## config.mk

```make
export PLATFORM = sky130hd
export DESIGN_NAME = rsf_status_flags
export DESIGN_NICKNAME = d
export VERILOG_FILES = /design/src/core/rsf_status_flags.v
export VERILOG_INCLUDE_DIRS = /design/src /design/src/core
export SDC_FILE = /design/constraint.sdc
export NUM_CORES = 1
export LEC_CHECK = 0
export ABC_AREA = 1
export BUFFER_PORTS_ARGS = -buffer_cell sky130_fd_sc_hd__clkbuf_2
export CORE_MARGIN = 4
export CORE_UTILIZATION = 49
export DETAILED_ROUTE_END_ITERATION = 7
export PLACE_DENSITY_LB_ADDON = 0.25
export SETUP_SLACK_MARGIN = 0.05
export SYNTH_ARGS = -nofsm -noshare
export SYNTH_HDL_FRONTEND = slang
export SYNTH_SLANG_ARGS = --single-unit
```

## constraint.sdc

```tcl
create_clock -name clk_i -period 1.62 [get_ports clk_i]
set_input_delay 0.324 -clock clk_i [delete_from_list [all_inputs] [get_ports clk_i]]
set_output_delay 0.324 -clock clk_i [all_outputs]
set_load 0.01 [all_outputs]
```

## src/core/rsf_defs.vh

```
// Constants for the result status flag bank: register offsets,
// bit positions, reset values and command codes.
// Assumes a 32-bit classic Wishbone slave with word-aligned registers.
// Behaviour
// - Write protect during write sets write-protect-hit
// - No ID mark after two index pulses
// - Missed data mark sets both sync flags
// - Data error byte bit 7 reads zero
// - Deleted mark in read/scan sets flag
// - Data field CRC failure sets flag
// - Medium cylinder differs sets cylinder-mismatch
// - Scan equal condition sets compare-equal
// - Scan with no match sets compare-unmet
// - Mismatched cylinder all ones sets bad-track
// - No data mark while reading sets flag
// - Drive byte bit 7 shows fault
// - Drive byte bit 6 shows write protect
// - Drive byte bit 5 shows ready
// - Drive byte bit 4 shows home track
// - Drive byte bit 3 shows double sided
// - Drive byte bit 2 shows side select
// - Drive byte bits 1:0 show drive select
`ifndef RSF_DEFS_VH
`define RSF_DEFS_VH

// Register byte offsets
`define RSF_OFS_SECTOR 4'h0
`define RSF_OFS_DATA 4'h4
`define RSF_OFS_DRIVE 4'h8
`define RSF_OFS_STAT 4'hC

// Second status byte bit positions
`define RSF_B_WP_HIT 1
`define RSF_B_ID_ABS 0
// Third status byte bit positions
`define RSF_B_ZERO 7
`define RSF_B_DEL 6
`define RSF_B_CRC 5
`define RSF_B_CYL 4
`define RSF_B_EQ 3
`define RSF_B_UNMET 2
`define RSF_B_BAD 1
`define RSF_B_DAT_ABS 0

// Reset values
`define RSF_RST_BYTE 8'h00
`define RSF_RST_IDX 2'h0

// Index pulses before the ID mark is declared missing
`define RSF_IDX_LIMIT 2'h2
// Cylinder value marking a bad track
`define RSF_CYL_BAD 8'hFF

// Command classes from the sequencer
`define RSF_CMD_NONE 3'h0
`define RSF_CMD_READ 3'h1
`define RSF_CMD_WRITE 3'h2
`define RSF_CMD_WRDEL 3'h3
`define RSF_CMD_FORMAT 3'h4
`define RSF_CMD_SCAN 3'h5
`define RSF_CMD_OTHER 3'h6

`endif

```

## src/core/rsf_status_flags.v

```verilog
// Result status flag bank: live flags gathered during a command,
// latched at termination, and read by the host over Wishbone.
// Assumes the command sequencer drives single-cycle event pulses on
// clk_i and the drive lines arrive asynchronously from the cable.
// Expects the host to read each byte once per command.
// Expects a fresh start pulse before the next command's events.
// Expects done only after a start; a stray done is ignored.
// Bus is 32 bits wide; only the low byte is meaningful.
//
// The implementer's own choices: register access over Wishbone and the placing of the registers.
`timescale 1ns/1ps
`default_nettype none
`include "rsf_defs.vh"

module rsf_status_flags (
  input wire clk_i,
  input wire rst_i,
  // Wishbone slave
  input wire wb_cyc_i,
  input wire wb_stb_i,
  input wire wb_we_i,
  input wire [3:0] wb_adr_i,
  input wire [31:0] wb_dat_i,
  input wire [3:0] wb_sel_i,
  output reg [31:0] wb_dat_o,
  output reg wb_ack_o,
  // Command sequencer
  input wire cmd_start_i,
  input wire [2:0] cmd_class_i,
  input wire cmd_done_i,
  input wire index_pulse_i,
  input wire id_mark_found_i,
  input wire data_mark_missed_i,
  input wire deleted_mark_seen_i,
  input wire data_crc_fail_i,
  input wire cyl_check_i,
  input wire [7:0] cyl_read_i,
  input wire [7:0] sector_id_params_i,
  input wire scan_equal_i,
  input wire scan_unmet_i,
  // Drive cable inputs (asynchronous)
  input wire drive_fault_i,
  input wire write_protect_i,
  input wire ready_i,
  input wire home_track_i,
  input wire double_sided_i,
  // Selection lines that this controller drives
  input wire side_select_i,
  input wire [1:0] drive_select_i,
  // Result availability
  output reg result_valid_o
);

  // Two-stage synchronisers for the five cable lines
  reg [4:0] sync1_q;
  reg [4:0] sync2_q;
  // Live flags during execution
  reg wp_hit_q;
  reg id_abs_q;
  reg del_q;
  reg crc_q;
  reg cyl_q;
  reg eq_q;
  reg unmet_q;
  reg bad_q;
  reg dat_abs_q;
  reg [1:0] idx_cnt_q;
  reg [2:0] class_q;
  reg busy_q;
  // Latched result bytes
  reg [7:0] sector_err_q;
  reg [7:0] data_err_q;
  reg [7:0] drive_st_q;
  reg [2:0] unread_q;

  wire [7:0] drive_live;
  wire is_write;
  wire is_readlike;
  wire is_scan;
  wire cyl_diff;
  wire id_timeout;
  wire bus_req;
  wire rd_sector;
  wire rd_data;
  wire rd_drive;
  wire clear;
  // Set conditions for each live flag, one per rule
  wire wp_set;
  wire id_set;
  wire dat_set;
  wire del_set;
  wire crc_set;
  wire cyl_set;
  wire bad_set;
  wire eq_set;
  wire unmet_set;
  // Result bytes as they would be latched now
  wire [7:0] sector_next;
  wire [7:0] data_next;
  wire latch_now;

  // How the bank is used
  // Start pulse clears every live flag and opens the busy window.
  // Class is captured with the start pulse and held to done.
  // Event pulses from the sequencer only count inside that window.
  // Done pulse closes the window and freezes the three bytes.
  // Sector and data bytes stay put until the next done; the drive byte stays put until its offset is read.
  // Pending bits at the status offset show which bytes are unread.
  // Result valid is registered: high one cycle after any pending bit is set.
  // Drive byte follows the cable again once it has been read.
  // Index pulse counting
  // Counter restarts at start and at every ID mark.
  // Second pulse with no mark in between sets the ID flag.
  // Counter saturates so a long search cannot wrap it.
  // Cylinder checks
  // Compare happens only in the cycle of the check pulse.
  // All-ones cylinder also counts as a plain mismatch.
  // Bus side
  // Ack follows a request by one cycle and lasts one cycle.
  // Held strobe retriggers every other cycle: ack blocks only the take in its own cycle.
  // Read data is registered and stands in the ack cycle.
  // Unmapped offsets read zero rather than a stale value.
  // Limitations
  // Events in the done cycle miss the frozen bytes by design.
  // Cable levels lag two clocks behind the pins.
  // Selection outputs are same-clock and need no synchroniser.
  // Writes are acknowledged and dropped; the bank is read-only.
  // Only bits 7:0 of the data bus carry status.
  // Trade-offs
  // Flags are sticky for a whole command, so a host sees any hit.
  // The next command's done overwrites unread results rather than stalling.
  // Done beats a read in the same cycle, so a new result is never lost.
  // Separate processes per flag keep each set condition local.

  // Register select by word offset
  function sel_hit;
    input [3:0] adr;
    input [3:0] ofs;
    begin
      sel_hit = (adr[3:2] == ofs[3:2]);
    end
  endfunction

  // Command class membership test
  function class_is;
    input [2:0] cls;
    input [2:0] code;
    begin
      class_is = (cls == code);
    end
  endfunction

  // Synchronise cable lines; first stage feeds only the second
  always @(posedge clk_i) begin
    if (rst_i) begin
      sync1_q <= 5'h00;
      sync2_q <= 5'h00;
    end else begin
      sync1_q <= {drive_fault_i, write_protect_i, ready_i, home_track_i, double_sided_i};
      sync2_q <= sync1_q;
    end
  end

  // Drive state byte, live view
  assign drive_live = {sync2_q[4],
                       sync2_q[3],
                       sync2_q[2],
                       sync2_q[1],
                       sync2_q[0],
                       side_select_i,
                       drive_select_i};

  assign clear = cmd_start_i;
  assign is_write = busy_q && (class_is(class_q, `RSF_CMD_WRITE) ||
                               class_is(class_q, `RSF_CMD_WRDEL) ||
                               class_is(class_q, `RSF_CMD_FORMAT));
  assign is_scan = busy_q && class_is(class_q, `RSF_CMD_SCAN);
  assign is_readlike = busy_q && (class_is(class_q, `RSF_CMD_READ) || is_scan);
  assign cyl_diff = cyl_check_i && (cyl_read_i != sector_id_params_i);
  // Second index pulse with no ID mark yet
  assign id_timeout = busy_q && index_pulse_i && !id_mark_found_i &&
                      (idx_cnt_q == `RSF_IDX_LIMIT - 2'h1);

  // Flag set conditions; each only inside the busy window
  assign wp_set = is_write && sync2_q[3];
  assign id_set = id_timeout || (busy_q && data_mark_missed_i);
  assign dat_set = busy_q && data_mark_missed_i;
  assign del_set = is_readlike && deleted_mark_seen_i;
  assign crc_set = busy_q && data_crc_fail_i;
  assign cyl_set = busy_q && cyl_diff;
  assign bad_set = busy_q && cyl_diff && (cyl_read_i == `RSF_CYL_BAD);
  assign eq_set = is_scan && scan_equal_i;
  assign unmet_set = is_scan && scan_unmet_i;

  // Result byte images; bit 7 of the data byte is tied low
  assign sector_next = {6'h00, wp_hit_q, id_abs_q};
  assign data_next = {1'b0, del_q, crc_q, cyl_q, eq_q, unmet_q, bad_q, dat_abs_q};
  assign latch_now = busy_q && cmd_done_i;

  // Index pulse counter, restarted by every ID mark
  always @(posedge clk_i) begin
    if (rst_i || clear || id_mark_found_i) begin
      idx_cnt_q <= `RSF_RST_IDX;
    end else if (busy_q && index_pulse_i && idx_cnt_q != `RSF_IDX_LIMIT) begin
      idx_cnt_q <= idx_cnt_q + 2'h1;
    end
  end

  // Command window and class, held from start to done
  always @(posedge clk_i) begin
    if (rst_i) begin
      busy_q <= 1'b0;
      class_q <= `RSF_CMD_NONE;
    end else if (clear) begin
      busy_q <= 1'b1;
      class_q <= cmd_class_i;
    end else if (cmd_done_i) begin
      busy_q <= 1'b0;
    end
  end

  // Write protect hit; a fresh start discards the old value
  always @(posedge clk_i) begin
    if (rst_i || clear) begin
      wp_hit_q <= 1'b0;
    end else if (wp_set) begin
      wp_hit_q <= 1'b1;
    end
  end

  // Missing ID sync, also raised with a missed data mark
  always @(posedge clk_i) begin
    if (rst_i || clear) begin
      id_abs_q <= 1'b0;
    end else if (id_set) begin
      id_abs_q <= 1'b1;
    end
  end

  // Missing data sync, set only by a missed data mark, not by the index timeout
  always @(posedge clk_i) begin
    if (rst_i || clear) begin
      dat_abs_q <= 1'b0;
    end else if (dat_set) begin
      dat_abs_q <= 1'b1;
    end
  end

  // Deleted sector seen, read and scan only
  always @(posedge clk_i) begin
    if (rst_i || clear) begin
      del_q <= 1'b0;
    end else if (del_set) begin
      del_q <= 1'b1;
    end
  end

  // Data field CRC failure
  always @(posedge clk_i) begin
    if (rst_i || clear) begin
      crc_q <= 1'b0;
    end else if (crc_set) begin
      crc_q <= 1'b1;
    end
  end

  // Cylinder mismatch against the identifier parameters
  always @(posedge clk_i) begin
    if (rst_i || clear) begin
      cyl_q <= 1'b0;
    end else if (cyl_set) begin
      cyl_q <= 1'b1;
    end
  end

  // Bad track: mismatch with an all-ones cylinder
  always @(posedge clk_i) begin
    if (rst_i || clear) begin
      bad_q <= 1'b0;
    end else if (bad_set) begin
      bad_q <= 1'b1;
    end
  end

  // Scan equal hit
  always @(posedge clk_i) begin
    if (rst_i || clear) begin
      eq_q <= 1'b0;
    end else if (eq_set) begin
      eq_q <= 1'b1;
    end
  end

  // Scan not satisfied on the cylinder
  always @(posedge clk_i) begin
    if (rst_i || clear) begin
      unmet_q <= 1'b0;
    end else if (unmet_set) begin
      unmet_q <= 1'b1;
    end
  end

  // Wishbone decode: single-cycle ack, dropped the cycle after
  assign bus_req = wb_cyc_i && wb_stb_i && !wb_ack_o;
  assign rd_sector = bus_req && !wb_we_i && sel_hit(wb_adr_i, `RSF_OFS_SECTOR);
  assign rd_data = bus_req && !wb_we_i && sel_hit(wb_adr_i, `RSF_OFS_DATA);
  assign rd_drive = bus_req && !wb_we_i && sel_hit(wb_adr_i, `RSF_OFS_DRIVE);

  // Sector byte: frozen at termination, held until the next termination
  always @(posedge clk_i) begin
    if (rst_i) begin
      sector_err_q <= `RSF_RST_BYTE;
    end else if (latch_now) begin
      sector_err_q <= sector_next;
    end
  end

  // Data byte: frozen at termination, held until the next termination
  always @(posedge clk_i) begin
    if (rst_i) begin
      data_err_q <= `RSF_RST_BYTE;
    end else if (latch_now) begin
      data_err_q <= data_next;
    end
  end

  // Drive byte: frozen at termination, tracks the lines when not pending
  always @(posedge clk_i) begin
    if (rst_i) begin
      drive_st_q <= `RSF_RST_BYTE;
    end else if (latch_now || !unread_q[2]) begin
      drive_st_q <= drive_live;
    end
  end

  // Pending bits; termination wins over a read so no result is lost
  always @(posedge clk_i) begin
    if (rst_i) begin
      unread_q <= 3'h0;
    end else if (latch_now) begin
      unread_q <= 3'h7;
    end else begin
      if (rd_sector)
        unread_q[0] <= 1'b0;
      if (rd_data)
        unread_q[1] <= 1'b0;
      if (rd_drive)
        unread_q[2] <= 1'b0;
    end
  end

  // Bus answer; writes are accepted and ignored, unmapped reads zero
  always @(posedge clk_i) begin
    if (rst_i) begin
      wb_ack_o <= 1'b0;
      wb_dat_o <= 32'h00000000;
      result_valid_o <= 1'b0;
    end else begin
      wb_ack_o <= bus_req;
      result_valid_o <= (unread_q != 3'h0);
      if (rd_sector)
        wb_dat_o <= {24'h000000, sector_err_q};
      else if (rd_data)
        wb_dat_o <= {24'h000000, data_err_q};
      else if (rd_drive)
        wb_dat_o <= {24'h000000, drive_st_q};
      else if (bus_req && !wb_we_i && sel_hit(wb_adr_i, `RSF_OFS_STAT))
        wb_dat_o <= {29'h00000000, unread_q};
      else
        wb_dat_o <= 32'h00000000;
    end
  end

endmodule
`default_nettype wire

```

==> metrics.txt <==
Worst-path clk slew=90 ps; CP required=1870 ps; Max Slew Vio Count=0; setup TNS=0 ps; status=finished, final reports clean; Hold Fails Final Rpt=0; GR Overflow Total=0; DP HPWL=3350 µm; synth unique cells=28; area delta synth->final=14.2%; layout cells sized above 1=21.7%; worst min path class=in2reg; # IOs=116; DR DRC count=0; CTS Buf Count=5; Fmax achieved=730 MHz; worst setup path start=busy_q; via count=1,884; Setup Fix Bufs, Post-CTS=0; Clk pwr share=34.7%; pin count of the biggest net entering global routing=22; clock tree root buffer cell=clkbuf_8; global-route wire length before repair=7040 µm; Max IR drop VDD=0.649 mV; clk_lat worst skew=310 ps; TritonRoute pass-1 iters=4; antenna cells=0; Crit Reg-Reg Startpoint=busy_q; # rows=24; area of the mapped netlist=0.00236 mm²; die area=0.00598 mm²; DIE WIDTH=77.4 µm; Ys Warns=0; DR iter-0 viols=67; slowest CP cell=dfxtp_1; Max Root-Sink Buffers=2; Core Area=0.00450 mm²; final core occ=59.8%; critical path class=reg2reg; DIE HEIGHT=77.4 µm; leading cell type in the layout, fill and taps excluded=dfxtp_1; Period Utilization, post-route=84.6%; H-tree depth=2; CTS sink cnt=55; port bufs=53; initial antenna violation count=0; Pint=0.00198 W; RSZ-0062 raised after global routing=no; Post-Syn Instances=303; Lkg Pwr=1.33 nW; worst-path fanout max=17; delay of the slowest critical-path stage=490 ps; final net count=442; PostCTS Resize Cnt=0; Max Cap Viol=0; clk_skew=9.63 ps; Comb power frac=10.3%; Pwr per Cell Area=970 mW/mm²; switching share of power=24.3%; slew of the pin with the lowest slew margin=489 ps; syn_area_per_cell=7.78 µm²; CP Cell Sequence=nand2_1 > inv_2 > nor2_4 > inv_2 > nor2_1 > nor2_1; slew margin rel.=67.1%; HP Start=write_protect_i; CP Launch Type=register; CTS tree=built; crit path DAT=1620 ps; register share of total power=55.0%; Pwr Total=0.00261 W; crit end category=register; GP Congestion=0.848; vias in the first global route=1,690; # fillers=462; switching pwr=0.000634 W; GRT Overall Usage=14.7%; routed length per instance=10.3 µm; vias per inst=4.58; starting density of the core=52.3%; Tmin final=1370 ps; sequential fraction of the synthesis area=46.7%; FF+latch count, synth=55; final wirelength=4230 µm; Final Setup Violations=0; CTS Hold Bufs=0; commonest non-fill, non-tap cells in the layout=55 x dfxtp_1, 53 x clkbuf_2, 49 x nor2_1, 39 x inv_1, 35 x nand2_1; post-route ant nets=0
[worst paths after layout]
path                                 endpoint  cells past startpoint  slack, ps
worst min-delay path               sync1_q[3]                      3        190
worst max-delay path            drive_st_q[1]                      6        250
worst max register to register  drive_st_q[1]                      6        250
worst min register to register     sync2_q[3]                      2        410
[flip-flops by register name (all words and copies together), names as in the netlist, 2 cells and up]
| name | flops |
|---|---|
| drive_st_q | 8 |
| sector_err_q | 2 |
| idx_cnt_q | 2 |
| sync1_q | 5 |
| class_q | 3 |
| wb_dat_o | 8 |
| data_err_q | 7 |
| unread_q | 3 |
| sync2_q | 5 |
[layout make-up]
type / count / area [µm²] / share of cell area, %
flip-flops and latches: 55 / 1100 / 40.9
inverters: 46 / 178 / 6.60
repair buffers: 55 / 280 / 10.4
well taps: 52 / 65.1 / 2.42
clock inverters: 3 / 46.3 / 1.72
multi-input cells: 195 / 952 / 35.4
clock buffers: 5 / 68.8 / 2.56
[stage by stage]
step	hold slack [ps]	std cells	instance area (µm²)	worst slack (ps)
floorplan	388	326	2440	455
global placement	389	403	2580	283
detailed placement	392	403	2580	261
CTS	171	411	2690	238
global route	178	411	2690	84.6
finish	188	411	2690	249
[cells by family after synthesis]
logic type,count (synthesis),synth area share [%]
AND/OR/NAND/NOR,108,20.4
buffers and inverters,76,16.6
flip-flops,55,46.7
AO/OA/AOI/OAI,54,12.5
XOR/XNOR,7,2.60
adder cells (fa/ha/maj),2,1.06
other,1,0.159
[per-layer routing]
layer,track usage [%],part of all wire (%),vias up
met5,0,0,-
met4,7.47,2.0,0
met3,3.82,6.0,7
met2,25.3,49,49
met1,16.8,43,816
li1,-,-,1012
[critical path: cells and delay by family (launching register included)]
| kind | cells | cell delay (ps) |
|---|---|---|
| buffers and inverters | 2 | 390 |
| flip-flops | 1 | 490 |
| AND/OR/NAND/NOR | 4 | 430 |
[power groups by stage]
stage                     logic [W]  registers [W]  clock network, W
after detailed placement   0.000270        0.00147                 0
after global routing       0.000308        0.00144          0.000990
final                      0.000270        0.00144          0.000905
after CTS                  0.000271        0.00144          0.000945
after global placement     0.000264        0.00147                 0
after floorplan            0.000223        0.00146                 0
[synth_stat cells]
cell	n	area share, %
o21ai_1	1	0.21
buf_1	1	0.16
a211oi_1	1	0.32
nand2_1	35	5.6
nor3_4	1	0.69
a21oi_2	2	0.74
conb_1	1	0.16
a21oi_1	21	4.5
clkinv_4	1	0.37
nand2_4	2	0.96
nor2_4	2	0.96
nand4_1	5	1.3
o21ai_4	1	0.69
buf_4	26	8.3
o2111ai_1	1	0.37
clkbuf_2	1	0.21
inv_1	39	6.2
buf_2	1	0.21
xnor2_1	7	2.6
nor4_1	2	0.53
inv_2	6	0.96
dfxtp_1	55	47
ha_1	2	1.1
clkbuf_1	1	0.16
nand3_1	11	2.3
nor2_1	49	7.8
nor3_1	1	0.21
o21ai_0	27	5.7
(Power assumes the default switching activity.)
